File: src/hdl/acs_pkg.sv
// Package for the converter sequencer: map, field layouts, states, timing counts
package acs_pkg;

    // Register byte addresses
    localparam logic [7:0] ADDR_RES_HI   = 8'h00;
    localparam logic [7:0] ADDR_RES_LO   = 8'h04;
    localparam logic [7:0] ADDR_CTRL0    = 8'h08;
    localparam logic [7:0] ADDR_PINCFG   = 8'h0C;
    localparam logic [7:0] ADDR_TIMING   = 8'h10;
    localparam logic [7:0] ADDR_PORT     = 8'h14;
    localparam logic [7:0] ADDR_CMPMODE  = 8'h18;
    localparam logic [7:0] ADDR_STATUS   = 8'h1C;

    localparam logic [1:0] RESP_OKAY     = 2'h0;
    localparam logic [1:0] RESP_SLVERR   = 2'h2;

    // Sequencing counts in bit times or clocks
    localparam logic [4:0] CONV_TADS     = 5'h0B;
    localparam logic [4:0] WAIT_TADS     = 5'h02;
    localparam logic [4:0] INSTR_CYCLES  = 5'h04;
    localparam logic [4:0] ONE_COUNT     = 5'h01;
    localparam logic [3:0] CMP_MODE_SPECIAL = 4'hB;
    localparam logic [2:0] ACQ_NONE      = 3'h0;
    localparam logic [1:0] CLK_RC_CODE   = 2'h3;

    // Bit times of automatic acquisition, indexed by select code
    localparam logic [4:0] ACQ_TADS [8] = '{5'h00, 5'h02, 5'h04, 5'h06,
                                           5'h08, 5'h0C, 5'h10, 5'h14};

    // Prescaler terminal counts, indexed by clock select code
    localparam logic [5:0] DIV_MAX [8] = '{6'h01, 6'h07, 6'h1F, 6'h00,
                                          6'h03, 6'h0F, 6'h3F, 6'h00};

    localparam int PORT_W   = 8;
    localparam int ANALOG_W = 7;
    localparam int RES_W    = 10;

    typedef enum logic [2:0] {
        ST_OFF    = 3'b000,
        ST_SAMPLE = 3'b001,
        ST_DELAY  = 3'b010,
        ST_ACQ    = 3'b011,
        ST_CONV   = 3'b100,
        ST_WAIT   = 3'b101
    } acs_state_e;

    typedef struct packed {
        logic [1:0] reference_select;
        logic       rsvd;
        logic [2:0] channel_select;
        logic       go;
        logic       converter_on;
    } acs_ctrl0_s;

    typedef struct packed {
        logic       result_format;
        logic       rsvd;
        logic [2:0] acq_time_select;
        logic [2:0] conv_clock_select;
    } acs_timing_s;

    typedef struct packed {
        logic        awvalid;
        logic [7:0]  awaddr;
        logic        wvalid;
        logic [31:0] wdata;
        logic [3:0]  wstrb;
        logic        bready;
        logic        arvalid;
        logic [7:0]  araddr;
        logic        rready;
    } acs_axi_req_s;

    typedef struct packed {
        logic        awready;
        logic        wready;
        logic        bvalid;
        logic [1:0]  bresp;
        logic        arready;
        logic        rvalid;
        logic [31:0] rdata;
        logic [1:0]  rresp;
    } acs_axi_rsp_s;

    typedef struct packed {
        acs_state_e          state;
        acs_ctrl0_s          ctrl0;
        acs_timing_s         timing;
        logic [6:0]          pincfg;
        logic [7:0]          res_hi;
        logic [7:0]          res_lo;
        logic [3:0]          cmp_mode;
        logic                done_flag;
        logic [5:0]          presc;
        logic [4:0]          cnt;
        logic                rc_s1;
        logic                rc_s2;
        logic                rc_s3;
        logic [7:0]          port_s1;
        logic [7:0]          port_s2;
        logic                aw_full;
        logic [7:0]          aw_addr;
        logic                w_full;
        logic [7:0]          w_byte;
        logic                w_lane0;
        acs_axi_rsp_s        rsp;
        logic                sample_en;
        logic                timebase_clear;
    } acs_regs_s;

endpackage

File: src/hdl/acs_sequencer.sv
// Conversion sequencer for a 10-bit successive-approximation converter
//
// Summary of operation
// - Clock select code picks bit-time divider, or the RC clock when its low bits are 11
// - Zero acquisition select delays start four cycles
// - Select 010 samples four bit times first
// - Clearing go aborts; result stays unchanged
// - Two bit-time wait, then resume sampling
// - Compare trigger sets go, clears timebase
// - Converter off: trigger ignored, timebase still cleared
// - Analog-configured port pins read as zero
// - Sampling ignores pin direction bits
// - Control register fields and zero reset
// - Completion loads result, clears go, flags done
// - Conversion lasts eleven bit times
// - Zero select: go stops sampling immediately
// - Reset turns converter off, aborts conversion
`timescale 1ns/1ps
`default_nettype none

module acs_sequencer
    import acs_pkg::*;
(
    input  wire logic               aclk,
    input  wire logic               aresetn,
    input  wire acs_axi_req_s       axi_req,
    output var  acs_axi_rsp_s       axi_rsp,
    input  wire logic               special_event_trig,
    input  wire logic               rc_clock_in,
    input  wire logic [RES_W-1:0]   conv_result,
    input  wire logic [PORT_W-1:0]  port_pins,
    output logic                    sample_enable,
    output logic [2:0]              channel_select,
    output logic [1:0]              reference_select,
    output logic                    timebase_clear
);

    acs_regs_s              s_reg;
    acs_regs_s              s_next;
    logic                   tad_tick;
    logic                   rc_mode;
    logic                   special;
    logic [PORT_W-1:0]      port_view;
    logic [31:0]            rd_data;
    logic                   rd_hit;
    logic                   wr_hit;

    assign axi_rsp          = s_reg.rsp;
    assign sample_enable    = s_reg.sample_en;
    assign channel_select   = s_reg.ctrl0.channel_select;
    assign reference_select = s_reg.ctrl0.reference_select;
    assign timebase_clear   = s_reg.timebase_clear;

    // Bit-time tick from prescaler or synchronised RC clock edge
    assign rc_mode  = (s_reg.timing.conv_clock_select[1:0] == CLK_RC_CODE);
    assign tad_tick = rc_mode ? (s_reg.rc_s2 & ~s_reg.rc_s3)
                              : (s_reg.presc == DIV_MAX[s_reg.timing.conv_clock_select]);
    assign special  = special_event_trig & (s_reg.cmp_mode == CMP_MODE_SPECIAL);

    // Port read view, analog pins masked
    genvar gi;
    generate
        for (gi = 0; gi < PORT_W; gi++) begin : g_port
            if (gi < ANALOG_W) begin : g_an
                assign port_view[gi] = s_reg.pincfg[gi] & s_reg.port_s2[gi];
            end else begin : g_dig
                assign port_view[gi] = s_reg.port_s2[gi];
            end
        end
    endgenerate

    // Read decode
    always_comb begin
        rd_hit  = 1'b1;
        rd_data = '0;
        unique case (axi_req.araddr)
            ADDR_RES_HI:  rd_data = {24'h000000, s_reg.res_hi};
            ADDR_RES_LO:  rd_data = {24'h000000, s_reg.res_lo};
            ADDR_CTRL0:   rd_data = {24'h000000, s_reg.ctrl0};
            ADDR_PINCFG:  rd_data = {25'h0000000, s_reg.pincfg};
            ADDR_TIMING:  rd_data = {24'h000000, s_reg.timing};
            ADDR_PORT:    rd_data = {24'h000000, port_view};
            ADDR_CMPMODE: rd_data = {28'h0000000, s_reg.cmp_mode};
            ADDR_STATUS:  rd_data = {31'h00000000, s_reg.done_flag};
            default:      rd_hit  = 1'b0;
        endcase
    end

    always_comb begin
        acs_ctrl0_s  wc;
        logic        do_write;
        logic        abort;
        wc       = acs_ctrl0_s'(s_reg.w_byte);
        do_write = s_reg.aw_full & s_reg.w_full & ~s_reg.rsp.bvalid;
        abort    = 1'b0;
        wr_hit   = 1'b1;
        s_next   = s_reg;

        // Synchronisers
        s_next.rc_s1   = rc_clock_in;
        s_next.rc_s2   = s_reg.rc_s1;
        s_next.rc_s3   = s_reg.rc_s2;
        s_next.port_s1 = port_pins;
        s_next.port_s2 = s_reg.port_s1;

        // Write address and data channels, taken in either order
        if (s_reg.rsp.awready & axi_req.awvalid) begin
            s_next.aw_full = 1'b1;
            s_next.aw_addr = axi_req.awaddr;
        end
        if (s_reg.rsp.wready & axi_req.wvalid) begin
            s_next.w_full  = 1'b1;
            s_next.w_byte  = axi_req.wdata[7:0];
            s_next.w_lane0 = axi_req.wstrb[0];
        end
        if (s_reg.rsp.bvalid & axi_req.bready) begin
            s_next.rsp.bvalid = 1'b0;
        end

        if (do_write) begin
            s_next.aw_full    = 1'b0;
            s_next.w_full     = 1'b0;
            s_next.rsp.bvalid = 1'b1;
            unique case (s_reg.aw_addr)
                ADDR_RES_HI: begin
                    if (s_reg.w_lane0) begin
                        s_next.res_hi = s_reg.w_byte;
                    end
                end
                ADDR_RES_LO: begin
                    if (s_reg.w_lane0) begin
                        s_next.res_lo = s_reg.w_byte;
                    end
                end
                ADDR_CTRL0: begin
                    if (s_reg.w_lane0) begin
                        wc.rsvd = 1'b0;
                        // Go only accepted once converter already on
                        wc.go = wc.go & s_reg.ctrl0.converter_on & wc.converter_on;
                        abort = s_reg.ctrl0.go & ~wc.go;
                        s_next.ctrl0 = wc;
                    end
                end
                ADDR_PINCFG: begin
                    if (s_reg.w_lane0) begin
                        s_next.pincfg = s_reg.w_byte[6:0];
                    end
                end
                ADDR_TIMING: begin
                    if (s_reg.w_lane0) begin
                        s_next.timing      = acs_timing_s'(s_reg.w_byte);
                        s_next.timing.rsvd = 1'b0;
                    end
                end
                ADDR_CMPMODE: begin
                    if (s_reg.w_lane0) begin
                        s_next.cmp_mode = s_reg.w_byte[3:0];
                    end
                end
                ADDR_STATUS: begin
                    if (s_reg.w_lane0 & s_reg.w_byte[0]) begin
                        s_next.done_flag = 1'b0;
                    end
                end
                ADDR_PORT: begin
                end
                default: wr_hit = 1'b0;
            endcase
            s_next.rsp.bresp = wr_hit ? RESP_OKAY : RESP_SLVERR;
        end

        // Read channel
        if (s_reg.rsp.arready & axi_req.arvalid) begin
            s_next.rsp.rvalid = 1'b1;
            s_next.rsp.rdata  = rd_data;
            s_next.rsp.rresp  = rd_hit ? RESP_OKAY : RESP_SLVERR;
        end else if (s_reg.rsp.rvalid & axi_req.rready) begin
            s_next.rsp.rvalid = 1'b0;
        end

        // Compare trigger: clears timebase whether or not converter is on
        s_next.timebase_clear = special;
        if (special & s_reg.ctrl0.converter_on) begin
            s_next.ctrl0.go = 1'b1;
        end

        // Bit-time prescaler runs only while timing phases
        if (s_reg.state == ST_ACQ || s_reg.state == ST_CONV || s_reg.state == ST_WAIT) begin
            s_next.presc = tad_tick ? 6'h00 : s_reg.presc + 6'h01;
        end else begin
            s_next.presc = 6'h00;
        end

        unique case (s_reg.state)
            ST_OFF: begin
                if (s_reg.ctrl0.converter_on) begin
                    s_next.state = ST_SAMPLE;
                end
            end
            ST_SAMPLE: begin
                if (s_reg.ctrl0.go && !abort) begin
                    if (s_reg.timing.acq_time_select == ACQ_NONE) begin
                        s_next.state = ST_DELAY;
                        s_next.cnt   = INSTR_CYCLES - ONE_COUNT;
                    end else begin
                        s_next.state = ST_ACQ;
                        s_next.cnt   = ACQ_TADS[s_reg.timing.acq_time_select] - ONE_COUNT;
                    end
                end
            end
            ST_DELAY: begin
                s_next.cnt = s_reg.cnt - ONE_COUNT;
                if (s_reg.cnt == '0) begin
                    s_next.state = ST_CONV;
                    s_next.cnt   = CONV_TADS - ONE_COUNT;
                end
            end
            ST_ACQ: begin
                if (tad_tick) begin
                    s_next.cnt = s_reg.cnt - ONE_COUNT;
                    if (s_reg.cnt == '0) begin
                        s_next.state = ST_CONV;
                        s_next.cnt   = CONV_TADS - ONE_COUNT;
                    end
                end
            end
            ST_CONV: begin
                if (tad_tick) begin
                    s_next.cnt = s_reg.cnt - ONE_COUNT;
                    if (s_reg.cnt == '0) begin
                        s_next.state     = ST_WAIT;
                        s_next.cnt       = WAIT_TADS - ONE_COUNT;
                        s_next.ctrl0.go  = 1'b0;
                        s_next.done_flag = 1'b1;
                        if (s_reg.timing.result_format) begin
                            s_next.res_hi = conv_result[9:2];
                            s_next.res_lo = {conv_result[1:0], 6'h00};
                        end else begin
                            s_next.res_hi = {6'h00, conv_result[9:8]};
                            s_next.res_lo = conv_result[7:0];
                        end
                    end
                end
            end
            ST_WAIT: begin
                if (tad_tick) begin
                    s_next.cnt = s_reg.cnt - ONE_COUNT;
                    if (s_reg.cnt == '0) begin
                        s_next.state = ST_SAMPLE;
                    end
                end
            end
            default: s_next.state = ST_OFF;
        endcase

        // Abort: no result load, straight into the wait
        if (abort && (s_reg.state == ST_DELAY || s_reg.state == ST_ACQ
                      || s_reg.state == ST_CONV)) begin
            s_next.state = ST_WAIT;
            s_next.cnt   = WAIT_TADS - ONE_COUNT;
            s_next.presc = 6'h00;
        end
        if (!s_next.ctrl0.converter_on) begin
            s_next.state    = ST_OFF;
            s_next.ctrl0.go = 1'b0;
        end

        // Sampling follows state only, never pin direction
        s_next.sample_en = (s_next.state == ST_SAMPLE) || (s_next.state == ST_ACQ);
        s_next.rsp.awready = ~s_next.aw_full & ~s_next.rsp.bvalid;
        s_next.rsp.wready  = ~s_next.w_full & ~s_next.rsp.bvalid;
        s_next.rsp.arready = ~s_next.rsp.rvalid;
    end

    // Synchronous reset clears everything, converter off
    always_ff @(posedge aclk) begin
        if (!aresetn) begin
            s_reg <= '0;
        end else begin
            s_reg <= s_next;
        end
    end

    // Helper: bit-time ticks seen in the current state, latched on exit
    logic [4:0] h_ticks;
    logic [4:0] h_exit;
    always_ff @(posedge aclk) begin
        if (!aresetn) begin
            h_ticks <= '0;
            h_exit  <= '0;
        end else begin
            h_ticks <= (s_next.state != s_reg.state) ? 5'h00 : h_ticks + 5'(tad_tick);
            if (s_next.state != s_reg.state) begin
                h_exit <= h_ticks + 5'(tad_tick);
            end
        end
    end
endmodule

`default_nettype wire

File: config.mk
export PLATFORM = sky130hd
export DESIGN_NAME = acs_sequencer
export DESIGN_NICKNAME = d
export VERILOG_FILES = /design/src/hdl/acs_pkg.sv /design/src/hdl/acs_sequencer.sv
export SDC_FILE = /design/constraint.sdc
export NUM_CORES = 1
export LEC_CHECK = 0
export ABC_CLOCK_PERIOD_IN_PS = 7500
export CORE_ASPECT_RATIO = 0.7
export CORE_MARGIN = 4
export CORE_UTILIZATION = 50
export DETAILED_ROUTE_END_ITERATION = 6
export DONT_BUFFER_PORTS = 1
export PLACE_DENSITY = 0.77
export RECOVER_POWER = 25
export SETUP_SLACK_MARGIN = 0.05
export SLEW_MARGIN = 20
export SYNTH_ARGS = -nofsm -noshare
export SYNTH_HDL_FRONTEND = slang
export SYNTH_SLANG_ARGS = --single-unit
File: constraint.sdc
create_clock -name aclk -period 7.5 [get_ports aclk]
set_clock_uncertainty 0.15 [all_clocks]
set_input_delay 0.375 -clock aclk [delete_from_list [all_inputs] [get_ports aclk]]
set_output_delay 0.375 -clock aclk [all_outputs]
set_load 0.01 [all_outputs]
==> results.md <==
- Port bufs: 0
- Setup CP Type: in -> reg
- Pleak: approximately 2.3 nW
- Tcrit/Tclk final: a little under half
- Die Y: 96.3 um
- Max VDD drop: around 120 uV
- Post-route ant nets: 0
- Syn Area/Cell: around 8.5 um2
- Hold Slack: 0.00132 ns
- Via count: about 4600
- H-Tree Depth: 3
- Post-synth ARST share: 0%
- Initial antenna violation count: 0
- #FFs+latches synth: about 110
- Final Power: 1.13 mW
- Grt total ovfl: 0
- CTS tree: done
- Number of synthesized flops with an enable pin: 0
- Root Driver: clkbuf_16
- Gp weighted congestion: around 0.94
- Post-route setup TNS: 0 ns
- Violated checks: max-capacitance violations, max-slew violations
- Switching Fraction: 24.6%
- Hpwl dp: around 11 mm
- Sequential share of power: between 50 and 60%
- Int Power: about 850 uW
- Starting DRT DRC Count: 505
- Slew of the pin with the lowest slew margin: 3.18 ns
- Clk pin slew, worst setup/hold paths: roughly 0.07 ns
- Mapped Area: around 5600 um2
- Total of max-cap violations: 1
- Yosys warns: 0
- Final hold vios: 0
- RSZ-0062 raised after global routing: false
- Fin crit period: approximately 3.6 ns
- DR DRC count: 0
- Clock share of power: approximately two fifths
- Footprint of the multi-input gates: just under 3000 um2
- Largest buffer count on any clock path: 2
- CTS Buf Count: 9
- CP Data Arrival Time: 3.69 ns
- CP Max Fanout: 72
- Cell row count: 31
- Cell area after layout: between 5000 and 6000 um2
- Synth Instances: 655
- Max-slew violations: 73
- Fmax: around 280 MHz
- Dpl cell area: 5370 um2
- Worst setup SP type: input pin
- Largest net degree at the start of global routing: between 70 and 80
- WP data required: between 7 and 8 ns
- PD cells: roughly 200 nW/um2
- Final nets: 711
- Antenna Cells: 0
- Clock Sinks: about 110
- Die X: ~130 um
- Post-CTS Hold Buffers: 9
- Die ar.: 12900 um2
- Hold Crit Class: in -> reg
- Clk Latency, worst-skew pair: roughly 0.36 ns
- Core Region: ~11000 um2
- Post-CTS setup-driven buffer insertion count: 0
- Endpoint class of the critical path: flop
- Final WL: roughly 14 mm
- Initial Util: a little over half
- Filler cell count: between 900 and 1000
- Main synth FF type: dfxtp_1
- Outcome: complete, but fails checks
- Comb pwr share: 4.4%
- Drt via density: 5.93
- Final setup viols: 0
- Register area: ~2200 um2
- Largest register FFs: 78
- Share of layout cells above drive strength 1: under 10%
- DRT Pass-1 Iters: 5
- Post_cts resized: 0
- Commonest non-fill, non-tap cell in the layout: dfxtp_1
- I/O Pins: about 130
- Tot GR Track Use: 22.7%
- WL/cell: 18.6 um
- Vias in the first global route: about 4200
- Psw: 278 uW
- Synth unique cells: 64
- Synth-to-Final Area Change: 3.58%
- Post-synthesis sequential area ratio: between 30 and 40%
- Relative slew margins: -112%
- First-pass GRT wire length: 22.7 mm
- Most frequent cells in the layout: dfxtp_1 (111), nand2_1 (90), a21oi_1 (65)
-- path summary, 6_finish.rpt --
| path | from | to | slack, ns | cells after the start |
|---|---|---|---|---|
| setup reg to reg | s_reg[120] | s_reg[106] | 4.52 | 9 |
| hold reg to reg | s_next[68] | s_reg[68] | 0.29 | 1 |
| hold / removal | axi_req[53] | s_reg[58] | 0.001 | 2 |
| setup / recovery | aresetn | s_reg[83] | 3.91 | 6 |
-- per-stage QoR --
stage,setup WS (ns),instances,utilization [%]
after global placement,4.78,750,50.8
after detailed placement,4.73,750,50.8
final,3.91,777,54.4
after global routing,3.60,777,54.4
after CTS,4.71,775,54.3
after floorplan,5.11,680,-
-- critical path, cell delays in order --
cell      delay (ns)
inv_1           0.03
clkbuf_1        2.22
a21oi_1         0.40
and3_1          0.38
a211oi_1        0.16
nand2_1         0.07
-- kinds of logic after synthesis --
logic type               Yosys count  synth area share [%]
other                              1                0.0674
AO/OA/AOI/OAI                    159                  19.4
buffers and inverters             94                  9.63
flip-flops                       111                  39.9
AND/OR/NAND/NOR                  239                  21.1
multiplexers                      35                  6.75
adder cells (fa/ha/maj)            8                  1.80
XOR/XNOR                           8                  1.26
-- routing by layer --
metal	part of all wire, %	vias to the layer above	track usage (%)
li1	-	2178	-
met5	0	-	0
met4	1.1	0	6.02
met1	44	2163	31.7
met3	13	15	7.37
met2	42	252	33.9
-- power by group through the flow --
stage / clock (mW) / combinational, mW / sequential, mW
finish: 0.466 / 0.0501 / 0.614
global route: 0.498 / 0.0560 / 0.616
CTS: 0.471 / 0.0481 / 0.614
detailed placement: 0 / 0.0436 / 0.628
global placement: 0 / 0.0420 / 0.627
floorplan: 0 / 0.0555 / 0.621
-- cell type report --
cell class | count | share of cell area, %
flip-flops and latches | 111 | 38.6
well taps | 148 | 3.21
repair buffers | 13 | 2.11
clock buffers | 11 | 4.04
multi-input cells | 475 | 50.3
clock inverters | 5 | 0.847
inverters | 14 | 0.912
-- synth_stat cells, drive strengths merged (2+ instances only) --
master	n	area (um2)
dfxtp	111	2220
nand2	90	338
a21oi	65	325
buf	53	379
nor2	39	146
mux2i	33	330
clkbuf	27	104
a211oi	23	173
and2	23	144
nand3	22	110
o21ai	19	95.1
inv	14	52.6
nor3	12	60.1
and3	11	68.8
nor2b	9	58.8
ha	8	100
nand2b	7	43.8
a21boi	6	45.0
a22oi	5	37.5
o22ai	5	31.3
a2111oi	4	78.8
a31oi	4	25.0
nor4	4	31.3
o211a	4	40.0
xnor2	4	35.0
xor2	4	35.0
a22o	3	26.3
a41oi	3	26.3
nand3b	3	22.5
nand4	3	18.8
or3	3	18.8
a211o	2	17.5
a221o	2	20.0
a221oi	2	17.5
and3b	2	17.5
mux4	2	45.0
nand4b	2	17.5
nor3b	2	15.0
nor4b	2	23.8
o211ai	2	33.8
o41ai	2	17.5
or2	2	12.5
Note: power is estimated with default switching activity, not from simulation.
